--- src/dcp_pkg.sv ---
// package: pin bundle, command codes and field positions of the pin block
package dcp_pkg;
    localparam int         DCP_BA_W       = 2;
    localparam int         DCP_ADDR_W     = 14;
    // address bit: auto precharge on rd/wr, all banks on precharge
    localparam int         DCP_A_AP       = 10;
    // extended mode bits
    localparam int         DCP_A_DQSN_DIS = 10;
    localparam int         DCP_A_RDQS_EN  = 11;
    localparam int         DCP_MR_BL_W    = 3;
    localparam logic [2:0] DCP_MR_BL8     = 3'h3;
    localparam logic [3:0] DCP_BL4        = 4'h4;
    localparam logic [3:0] DCP_BL8        = 4'h8;
    localparam logic [1:0] DCP_BA_MR      = 2'h0;
    localparam logic [1:0] DCP_BA_EMR1    = 2'h1;
    localparam logic [13:0] DCP_MR_RST    = 14'h0000;
    localparam logic [13:0] DCP_EMR_RST   = 14'h0000;
    // {ras_n, cas_n, we_n} with chip select low
    localparam logic [2:0] DCP_CMD_MRS    = 3'h0;
    localparam logic [2:0] DCP_CMD_PRE    = 3'h2;
    localparam logic [2:0] DCP_CMD_ACT    = 3'h3;
    localparam logic [2:0] DCP_CMD_WR     = 3'h4;
    localparam logic [2:0] DCP_CMD_RD     = 3'h5;

    typedef struct packed {
        logic                  cs_n;
        logic                  ras_n;
        logic                  cas_n;
        logic                  we_n;
        logic [DCP_BA_W-1:0]   ba;
        logic [DCP_ADDR_W-1:0] addr;
    } dcp_cmd_pins_t;

    typedef enum {
        DCP_RD_IDLE,
        DCP_RD_PRE,
        DCP_RD_BURST,
        DCP_RD_POST
    } dcp_rd_state_t;
endpackage

--- src/dcp_ddr2_pins.sv ---
// ddr2 device-side command, address, mask and strobe pin logic
// Contract
// - command decoded from ras, cas, we, cs
// - chip select high masks the command
// - masked write beats are not stored
// - mask sampled on both strobe edges
// - x8 mask pin becomes read strobe
// - bank inputs pick the commanded bank
// - bank value picks mode or extended register
// - row on activate, column on rd/wr
// - precharge bit 10 low one, high all
// - single precharge closes only addressed bank
// - mode set loads address as opcode
// - strobe output on reads, input on writes
// - read strobe edge aligned with data
// - x16 lower/upper strobe per data byte
// - one extended bit gates complementary strobes
// - bit 0 differential, bit 1 single-ended
`timescale 1ns/1ns
module dcp_ddr2_pins #(
    parameter bit    X16   = 1'b1,
    parameter int    ROW_W = 2,
    parameter int    COL_W = 4,
    localparam int   DW    = X16 ? 16 : 8,
    localparam int   NS    = X16 ? 2 : 1
) (
    input  wire logic                  clk_sys,
    input  wire logic                  reset,
    input  wire logic                  ck,
    input  wire dcp_pkg::dcp_cmd_pins_t cmd_i,
    input  wire logic [DW-1:0]         dq_i,
    output logic      [DW-1:0]         dq_o,
    output logic      [DW-1:0]         dq_oe,
    input  wire logic [NS-1:0]         dqs_i,
    output logic      [NS-1:0]         dqs_o,
    output logic      [NS-1:0]         dqs_oe,
    output logic      [NS-1:0]         dqs_n_o,
    output logic      [NS-1:0]         dqs_n_oe,
    input  wire logic [NS-1:0]         dm_i,
    output logic                       rdqs_o,
    output logic                       rdqs_oe,
    output logic                       rdqs_n_o,
    output logic                       rdqs_n_oe,
    output logic      [13:0]           mode_reg_q,
    output logic      [13:0]           ext_mode_reg_q,
    output logic      [3:0]            bank_open_q,
    output logic                       wr_active_q,
    output logic                       rd_active
);
    localparam int NB = 1 << dcp_pkg::DCP_BA_W;
    localparam int IW = dcp_pkg::DCP_BA_W + ROW_W + COL_W;
    localparam int DEPTH = 1 << IW;
    // two-flop synchronisers for everything driven by the controller
    dcp_pkg::dcp_cmd_pins_t cmd_m_q;
    dcp_pkg::dcp_cmd_pins_t cmd_s_q;
    logic                   ck_m_q;
    logic                   ck_s_q;
    logic                   ck_p_q;
    logic [DW-1:0]          dq_m_q;
    logic [DW-1:0]          dq_s_q;
    logic [NS-1:0]          dqs_m_q;
    logic [NS-1:0]          dqs_s_q;
    logic [NS-1:0]          dqs_p_q;
    logic [NS-1:0]          dm_m_q;
    logic [NS-1:0]          dm_s_q;
    always_ff @(posedge clk_sys) begin
        if (reset) begin
            cmd_m_q <= '1;
            cmd_s_q <= '1;
            ck_m_q  <= 1'b0;
            ck_s_q  <= 1'b0;
            ck_p_q  <= 1'b0;
            dq_m_q  <= '0;
            dq_s_q  <= '0;
            dqs_m_q <= '0;
            dqs_s_q <= '0;
            dqs_p_q <= '0;
            dm_m_q  <= '0;
            dm_s_q  <= '0;
        end else begin
            cmd_m_q <= cmd_i;
            cmd_s_q <= cmd_m_q;
            ck_m_q  <= ck;
            ck_s_q  <= ck_m_q;
            ck_p_q  <= ck_s_q;
            dq_m_q  <= dq_i;
            dq_s_q  <= dq_m_q;
            dqs_m_q <= dqs_i;
            dqs_s_q <= dqs_m_q;
            dqs_p_q <= dqs_s_q;
            dm_m_q  <= dm_i;
            dm_s_q  <= dm_m_q;
        end
    end

    // command decode on the sampled rising edge of ck
    logic [ROW_W-1:0]    row_q [NB];
    logic [IW-1:0]       wr_base_q;
    logic [IW-1:0]       rd_base_q;
    logic [3:0]          rd_cnt_q;
    logic                dqs_q;
    logic                dqs_oe_q;
    logic                dq_oe_q;
    wire  [DW-1:0]       rd_word;
    wire  [NS-1:0]       lane_done;
    dcp_pkg::dcp_rd_state_t rd_st_q;
    wire       ck_rise  = ck_s_q & ~ck_p_q;
    wire       ck_edge  = ck_s_q ^ ck_p_q;
    wire [2:0] cmd_code = {cmd_s_q.ras_n, cmd_s_q.cas_n, cmd_s_q.we_n};
    wire       cmd_take = ck_rise & ~cmd_s_q.cs_n;
    wire       is_mrs   = cmd_take & (cmd_code == dcp_pkg::DCP_CMD_MRS);
    wire       is_pre   = cmd_take & (cmd_code == dcp_pkg::DCP_CMD_PRE);
    wire       is_act   = cmd_take & (cmd_code == dcp_pkg::DCP_CMD_ACT);
    wire       is_wr    = cmd_take & (cmd_code == dcp_pkg::DCP_CMD_WR);
    wire       is_rd    = cmd_take & (cmd_code == dcp_pkg::DCP_CMD_RD);
    wire [1:0] cmd_ba   = cmd_s_q.ba;
    wire       cmd_ap   = cmd_s_q.addr[dcp_pkg::DCP_A_AP];
    // row from the bank's activate, column from the rd/wr itself
    wire [IW-1:0] cmd_idx = {cmd_ba, row_q[cmd_ba],
                             cmd_s_q.addr[COL_W-1:0]};
    wire [3:0] bl = (mode_reg_q[dcp_pkg::DCP_MR_BL_W-1:0]
                     == dcp_pkg::DCP_MR_BL8) ? dcp_pkg::DCP_BL8
                                             : dcp_pkg::DCP_BL4;
    wire rdqs_en = !X16 && ext_mode_reg_q[dcp_pkg::DCP_A_RDQS_EN];
    wire mask_en = !rdqs_en;
    wire dqsn_en = !ext_mode_reg_q[dcp_pkg::DCP_A_DQSN_DIS];
    wire rd_busy = rd_st_q != dcp_pkg::DCP_RD_IDLE;
    // one burst at a time keeps the two ends off the bus together
    wire rd_go   = is_rd & ~rd_busy & ~wr_active_q;
    wire wr_go   = is_wr & ~rd_busy & ~wr_active_q;
    wire rd_step = ck_edge & ((rd_st_q == dcp_pkg::DCP_RD_PRE) |
                   ((rd_st_q == dcp_pkg::DCP_RD_BURST) && rd_cnt_q != bl));
    wire [COL_W-1:0] rd_col = rd_base_q[COL_W-1:0] + rd_cnt_q[COL_W-1:0];
    wire [IW-1:0]    rd_idx = {rd_base_q[IW-1:COL_W], rd_col};
    always_ff @(posedge clk_sys) begin
        if (reset) begin
            mode_reg_q     <= dcp_pkg::DCP_MR_RST;
            ext_mode_reg_q <= dcp_pkg::DCP_EMR_RST;
        end else if (is_mrs && cmd_ba == dcp_pkg::DCP_BA_MR) begin
            mode_reg_q     <= cmd_s_q.addr;
        end else if (is_mrs && cmd_ba == dcp_pkg::DCP_BA_EMR1) begin
            ext_mode_reg_q <= cmd_s_q.addr;
        end
    end
    // auto precharge is applied at the command; timing is not modelled
    always_ff @(posedge clk_sys) begin
        if (reset) begin
            bank_open_q <= '0;
        end else if (is_act) begin
            bank_open_q[cmd_ba] <= 1'b1;
        end else if (is_pre && cmd_ap) begin
            bank_open_q <= '0;
        end else if (is_pre) begin
            bank_open_q[cmd_ba] <= 1'b0;
        end else if ((rd_go | wr_go) && cmd_ap) begin
            bank_open_q[cmd_ba] <= 1'b0;
        end
    end

    always_ff @(posedge clk_sys) begin
        if (reset) begin
            for (int b = 0; b < NB; b++) begin
                row_q[b] <= '0;
            end
        end else if (is_act) begin
            row_q[cmd_ba] <= cmd_s_q.addr[ROW_W-1:0];
        end
    end
    // write burst: each lane counts edges of its own strobe
    always_ff @(posedge clk_sys) begin
        if (reset) begin
            wr_active_q <= 1'b0;
            wr_base_q   <= '0;
        end else if (wr_go) begin
            wr_active_q <= 1'b1;
            wr_base_q   <= cmd_idx;
        end else if (wr_active_q && (&lane_done)) begin
            wr_active_q <= 1'b0;
        end
    end

    for (genvar l = 0; l < NS; l++) begin : g_lane
        logic [7:0] mem_q [DEPTH];
        logic [3:0] cnt_q;
        wire        dqs_edge = dqs_s_q[l] ^ dqs_p_q[l];
        wire        beat     = wr_active_q & dqs_edge & (cnt_q != bl);
        wire [COL_W-1:0] wcol = wr_base_q[COL_W-1:0] + cnt_q[COL_W-1:0];
        wire [IW-1:0]    widx = {wr_base_q[IW-1:COL_W], wcol};
        wire        keep     = !(mask_en && dm_s_q[l]);
        always_ff @(posedge clk_sys) begin
            if (reset) begin
                cnt_q <= '0;
            end else if (wr_go) begin
                cnt_q <= '0;
            end else if (beat) begin
                cnt_q <= cnt_q + 4'h1;
            end
        end
        // strobe l owns byte l of the bus
        always_ff @(posedge clk_sys) begin
            if (beat && keep) begin
                mem_q[widx] <= dq_s_q[8*l +: 8];
            end
        end
        assign lane_done[l]      = cnt_q == bl;
        assign rd_word[8*l +: 8] = mem_q[rd_idx];
    end
    // read burst: preamble, one beat per ck edge, postamble
    always_ff @(posedge clk_sys) begin
        if (reset) begin
            rd_st_q   <= dcp_pkg::DCP_RD_IDLE;
            rd_base_q <= '0;
            rd_cnt_q  <= '0;
            dqs_q     <= 1'b0;
            dqs_oe_q  <= 1'b0;
            dq_oe_q   <= 1'b0;
            dq_o      <= '0;
        end else begin
            case (rd_st_q)
                dcp_pkg::DCP_RD_IDLE: begin
                    if (rd_go) begin
                        rd_st_q   <= dcp_pkg::DCP_RD_PRE;
                        rd_base_q <= cmd_idx;
                        rd_cnt_q  <= '0;
                        dqs_q     <= 1'b0;
                        dqs_oe_q  <= 1'b1;
                    end
                end
                dcp_pkg::DCP_RD_PRE,
                dcp_pkg::DCP_RD_BURST: begin
                    if (rd_step) begin
                        rd_st_q  <= dcp_pkg::DCP_RD_BURST;
                        dq_o     <= rd_word;
                        dq_oe_q  <= 1'b1;
                        dqs_q    <= ~dqs_q;
                        rd_cnt_q <= rd_cnt_q + 4'h1;
                    end else if (ck_edge) begin
                        rd_st_q <= dcp_pkg::DCP_RD_POST;
                        dq_oe_q <= 1'b0;
                        dqs_q   <= 1'b0;
                    end
                end
                dcp_pkg::DCP_RD_POST: begin
                    if (ck_edge) begin
                        rd_st_q  <= dcp_pkg::DCP_RD_IDLE;
                        dqs_oe_q <= 1'b0;
                    end
                end
                default: begin
                    rd_st_q <= dcp_pkg::DCP_RD_IDLE;
                end
            endcase
        end
    end
    // strobes and data outputs; lanes share read timing
    assign dq_oe     = {DW{dq_oe_q}};
    assign dqs_o     = {NS{dqs_q}};
    assign dqs_oe    = {NS{dqs_oe_q}};
    assign dqs_n_o   = ~dqs_o;
    assign dqs_n_oe  = dqs_oe & {NS{dqsn_en}};
    assign rdqs_o    = dqs_q;
    assign rdqs_oe   = dqs_oe_q & rdqs_en;
    assign rdqs_n_o  = ~dqs_q;
    assign rdqs_n_oe = rdqs_oe & dqsn_en;
    assign rd_active = rd_busy;
endmodule

--- config.mk ---
export PLATFORM = sky130hd
export DESIGN_NAME = dcp_ddr2_pins
export DESIGN_NICKNAME = d
export VERILOG_FILES = /design/src/dcp_pkg.sv /design/src/dcp_ddr2_pins.sv
export SDC_FILE = /design/constraint.sdc
export NUM_CORES = 2
export LEC_CHECK = 0
export BUFFER_PORTS_ARGS = -buffer_cell sky130_fd_sc_hd__buf_2
export CELL_PAD_IN_SITES_DETAIL_PLACEMENT = 1
export CELL_PAD_IN_SITES_GLOBAL_PLACEMENT = 1
export CORE_UTILIZATION = 45
export CTS_CLUSTER_SIZE = 25
export DETAILED_ROUTE_END_ITERATION = 8
export PLACE_DENSITY = 0.62
export SLEW_MARGIN = 40
export SYNTH_ARGS = -nofsm -noshare
export SYNTH_HDL_FRONTEND = slang
export SYNTH_MEMORY_MAX_BITS = 65536
export SYNTH_SLANG_ARGS = --single-unit
--- constraint.sdc ---
create_clock -name clk_sys -period 6.08 [get_ports clk_sys]
set_input_delay 0.608 -clock clk_sys [delete_from_list [all_inputs] [get_ports clk_sys]]
set_output_delay 0.608 -clock clk_sys [all_outputs]
set_load 0.01 [all_outputs]
==> impl_results.md <==
- Synth Instances: 8049
- WL final: roughly 430000 µm
- Floorplan row count: between 200 and 250
- Root Buffer: clkbuf_16
- Combinational share of power: under 10%
- Area grow syn2layout: 13.3%
- Antenna-violating nets left: 0
- Max VDD drop: about 220 µV
- Area share of xor/xnor cells in the synthesized design: less than 1%
- Worst slew margin: a little under two fifths
- WL per Instance: 32.2 µm
- Clock Tree Buf Depth: 4
- Worst reg2reg setup slack: 1.43 ns
- Pwr per Cell Area: approximately 340 nW/µm²
- Mux cell area share after synthesis: 14.6%
- Initial antenna violation count: 15
- Top Metal Used: met5
- Top Ports: around 120
- Status: finished, final reports clean
- Final total negative setup slack: 0 ns
- Starting Density: between 40% and 50%
- Post-synthesis async set-or-reset flop share: 0%
- Endpoint class of the critical path: register
- Leak Pwr: 57.3 nW
- GP Congestion: about 0.80
- Post-DP HPWL: about 260000 µm
- R2R depth: 10
- Synth Area in Adders: less than 1%
- Slew @ Worst Pin: ~0.94 ns
- Maximum fanout along the worst path: about 60
- Final worst path period share: around three quarters
- Avg Cell Area, Syn: slightly above 20 µm²
- Post-synth top flop: edfxtp_1
- Net switching power: 13.5 mW
- WP data arrival: 5.47 ns
- Number of vias per cell: 5.97
- CTS tree: done
- Reg2reg end: dq_o[0]
- CP endpoint: dq_o[0]
- Htree depth: 5
- Post-synthesis sequential area ratio: between 70% and 80%
- Die area: between 300000 and 400000 µm²
- Area post-placement: around 170000 µm²
- Max-slew violation count: 0
- Total GRT Usage: 23.6%
- Flop pwr share: approximately half
- Synth Area in Compound Gates: under 10%
- Area share of and/or/nand/nor cells after synthesis: ~4.0%
- Internal Pwr Total: 49.2 mW
- Fin area: between 150000 and 200000 µm²
- Met3 Wirelength: 30000 µm
- Drt drc: 0
- Clock latency on the worst-skew pair: approximately 1 ns
- Final hold violation count: 0
- Reg2reg start: rd_cnt_q[0]
- Critical Path Start: rd_cnt_q[0]
- Synth Cell Area: 164000 µm²
- DRT iter0 DRCs: a little over 8k
- Core ar.: between 300000 and 400000 µm²
- First-pass GRT wire length: 626000 µm
- WL met2: 208000 µm
- Final setup skew: approximately 0.054 ns
- Sink Count: ~4.3k
- Synth Register Bits: ~4.3k
- Post-synth EDFFs: approximately 4k
- Port bufs: ~120
- Total CTS buffers: 432
- Chip width: around 610 µm
- Worst-path clk slew: ~0.060 ns
- Power, Total: about 63 mW
- Switching Fraction: a little over a fifth
- Die height: between 600 and 700 µm
- Total number of vias: approximately 80k
- Clock network power share: 41.8%
- Total gr overflow: 0
- Number of distinct library cells after synthesis: 58
- Maximum number of pins on one net before global-route repair: approximately 190
- Maximum clock rate: approximately 0.21 GHz
- Fillers: about 32k
- Worst hold slack: 0.322 ns
- Final nets: about 8.4k
- Final Util: between 50% and 60%
- MaxCap Viol Count: 0
- CP Launch Type: register
- First drt pass iteration count: 5
- Required time of the critical path: 6.90 ns
- Yosys warnings: 0
- Post-route met1 wirelength: about 190000 µm
- Path type of the worst setup path: register to register
- Min Tclk post-route: between 4 and 5 ns
- Main combinational cell family by area after synthesis: multiplexers
- RSZ-0062 raised after global routing: false
- Worst min-delay path class: input pin to register
- Share of layout cells above drive strength 1: a little over a quarter
- Setup-failing EPs final: 0
- Vias in the first global route: 84.6k
[placed cells by master, fill, tap and decap left out, types with 17 or more instances in the layout]
cell / count
a21oi_1: 87
a22o_1: 77
a22oi_1: 162
a31oi_1: 18
a32oi_1: 32
a41o_1: 33
and3_1: 17
buf_12: 68
buf_2: 118
buf_4: 120
bufinv_16: 38
clkbuf_1: 87
clkbuf_16: 444
clkinv_1: 99
clkinv_2: 91
dfxtp_1: 150
dlygate4sd3_1: 41
edfxtp_1: 4104
ha_1: 20
inv_1: 17
mux2i_1: 80
mux4_2: 1027
nand2_1: 510
nand2_2: 27
nand3_1: 193
nor2_1: 450
nor2_2: 168
nor2b_1: 53
nor3_1: 24
o21ai_0: 26
or2_2: 42
[power by group through the flow]
stage / combinational [mW] / sequential [mW] / clock, mW
2_1_floorplan: 3.10 / 33.0 / 0
4_1_cts: 4.41 / 32.2 / 26.7
5_1_grt: 4.65 / 32.2 / 27.6
3_5_place_dp: 4.37 / 32.8 / 0
6_report: 4.33 / 32.2 / 26.2
3_3_place_gp: 4.30 / 32.9 / 0
[repair_timing]
action | 4_1_cts | 5_1_grt
gates resized for setup | 0 | 0
setup buffers | 0 | 0
hold endpoints to repair | 41 | 0
hold buffers | 41 | 0
[stage by stage]
step | instances | worst slack, ns
floorplan | 8050 | 1.85
global placement | 12600 | 1.14
detailed placement | 12700 | 1.44
CTS | 13500 | 1.40
global route | 13500 | 1.31
finish | 13500 | 1.43
[synth_stat cells, types with 4 or more instances]
| cell | n | area, µm² |
|---|---|---|
| nand3_1 | 201 | 1010 |
| a22oi_1 | 162 | 1220 |
| nor2_1 | 622 | 2330 |
| o2111ai_1 | 4 | 35.0 |
| mux2i_1 | 80 | 801 |
| o41ai_1 | 4 | 35.0 |
| a21o_1 | 6 | 45.0 |
| a311oi_1 | 15 | 131 |
| o21bai_1 | 5 | 37.5 |
| xnor2_1 | 12 | 105 |
| o41ai_2 | 11 | 179 |
| o22ai_1 | 15 | 93.8 |
| xor2_1 | 10 | 87.6 |
| a21oi_1 | 87 | 435 |
| nor4_1 | 9 | 56.3 |
| and2_1 | 4 | 25.0 |
| a22o_1 | 77 | 674 |
| buf_1 | 20 | 75.1 |
| a31oi_1 | 18 | 113 |
| ha_1 | 21 | 263 |
| a221oi_1 | 15 | 131 |
| or2_2 | 42 | 263 |
| buf_6 | 10 | 113 |
| dfxtp_1 | 167 | 3340 |
| nor3_1 | 30 | 150 |
| a41o_1 | 33 | 330 |
| o21ai_0 | 26 | 130 |
| buf_4 | 79 | 593 |
| nor3b_1 | 4 | 30.0 |
| and3_1 | 17 | 106 |
| clkbuf_1 | 243 | 912 |
| mux4_2 | 1027 | 23100 |
| a32oi_1 | 32 | 280 |
| inv_1 | 17 | 63.8 |
| nand2b_1 | 12 | 75.1 |
| nand2_1 | 540 | 2030 |
| buf_2 | 155 | 776 |
| o221ai_1 | 15 | 131 |
| edfxtp_1 | 4104 | 123000 |
| or4_1 | 15 | 113 |
| nor2b_1 | 56 | 350 |
[worst min path at each step]
stage	startpoint	to	slack (ns)	cells after the start
after floorplan	cmd_m_q[10]	cmd_ap	0.39	1
after global placement	cmd_m_q[9]	cmd_s_q[9]	0.39	1
after detailed placement	cmd_m_q[16]	cmd_code[0]	0.39	1
after CTS	reset	dq_s_q[4]	0.24	3
after global routing	reset	wr_base_q[2]	0.31	3
final	reset	wr_base_q[2]	0.32	3
[state kept, by name (all words and copies together), names as in the netlist, 3 cells and up]
name            flops
cmd_code            3
cmd_idx             4
bank_open_q         4
wr_base_q           8
row_q               8
dq_s_q             16
cmd_m_q            20
cmd_s_q            10
rd_base_q           8
mode_reg_q         14
g_lane.cnt_q        8
dq_o               16
rd_cnt_q            4
ext_mode_reg_q     14
g_lane.mem_q     4096
dq_m_q             16
[layout make-up]
class / count / area (µm²) / share of cell area [%]
tap: 4794 / 6000 / 3.22
clock inverter: 264 / 2330 / 1.25
multi-input combinational: 3255 / 35900 / 19.3
sequential: 4271 / 127000 / 68.0
clock buffer: 534 / 11500 / 6.17
inverter: 17 / 63.8 / 0.0343
timing repair buffer: 367 / 3680 / 1.98
antenna: 1 / 2.50 / 0.00134
[worst max-delay path: stages (launching register included)]
cell and delay [ns]:
dfxtp_1 0.38, ha_4 0.19, fa_4 1.00, buf_12 0.33, buf_4 0.31, mux4_2 0.34
a22o_1 0.19, a221oi_1 0.38, o221ai_1 0.35, o22ai_1 0.70, o41ai_2 0.18
[cells by family after synthesis]
kind of cell | Yosys count
compound gates | 536
xor+xnor | 22
fa+ha+maj | 24
buf+inv | 524
flops | 4271
mux | 1107
other cells | 1
simple gates | 1564
[layer usage]
| metal | vias to the layer above | track usage [%] |
|---|---|---|
| met1 | 43600 | 34.2 |
| met3 | 560 | 4.12 |
| met4 | 4 | 5.64 |
| met2 | 2933 | 37.7 |
| li1 | 33600 | - |
| met5 | - | 0 |
Note: power is estimated with default switching activity, not from simulation.
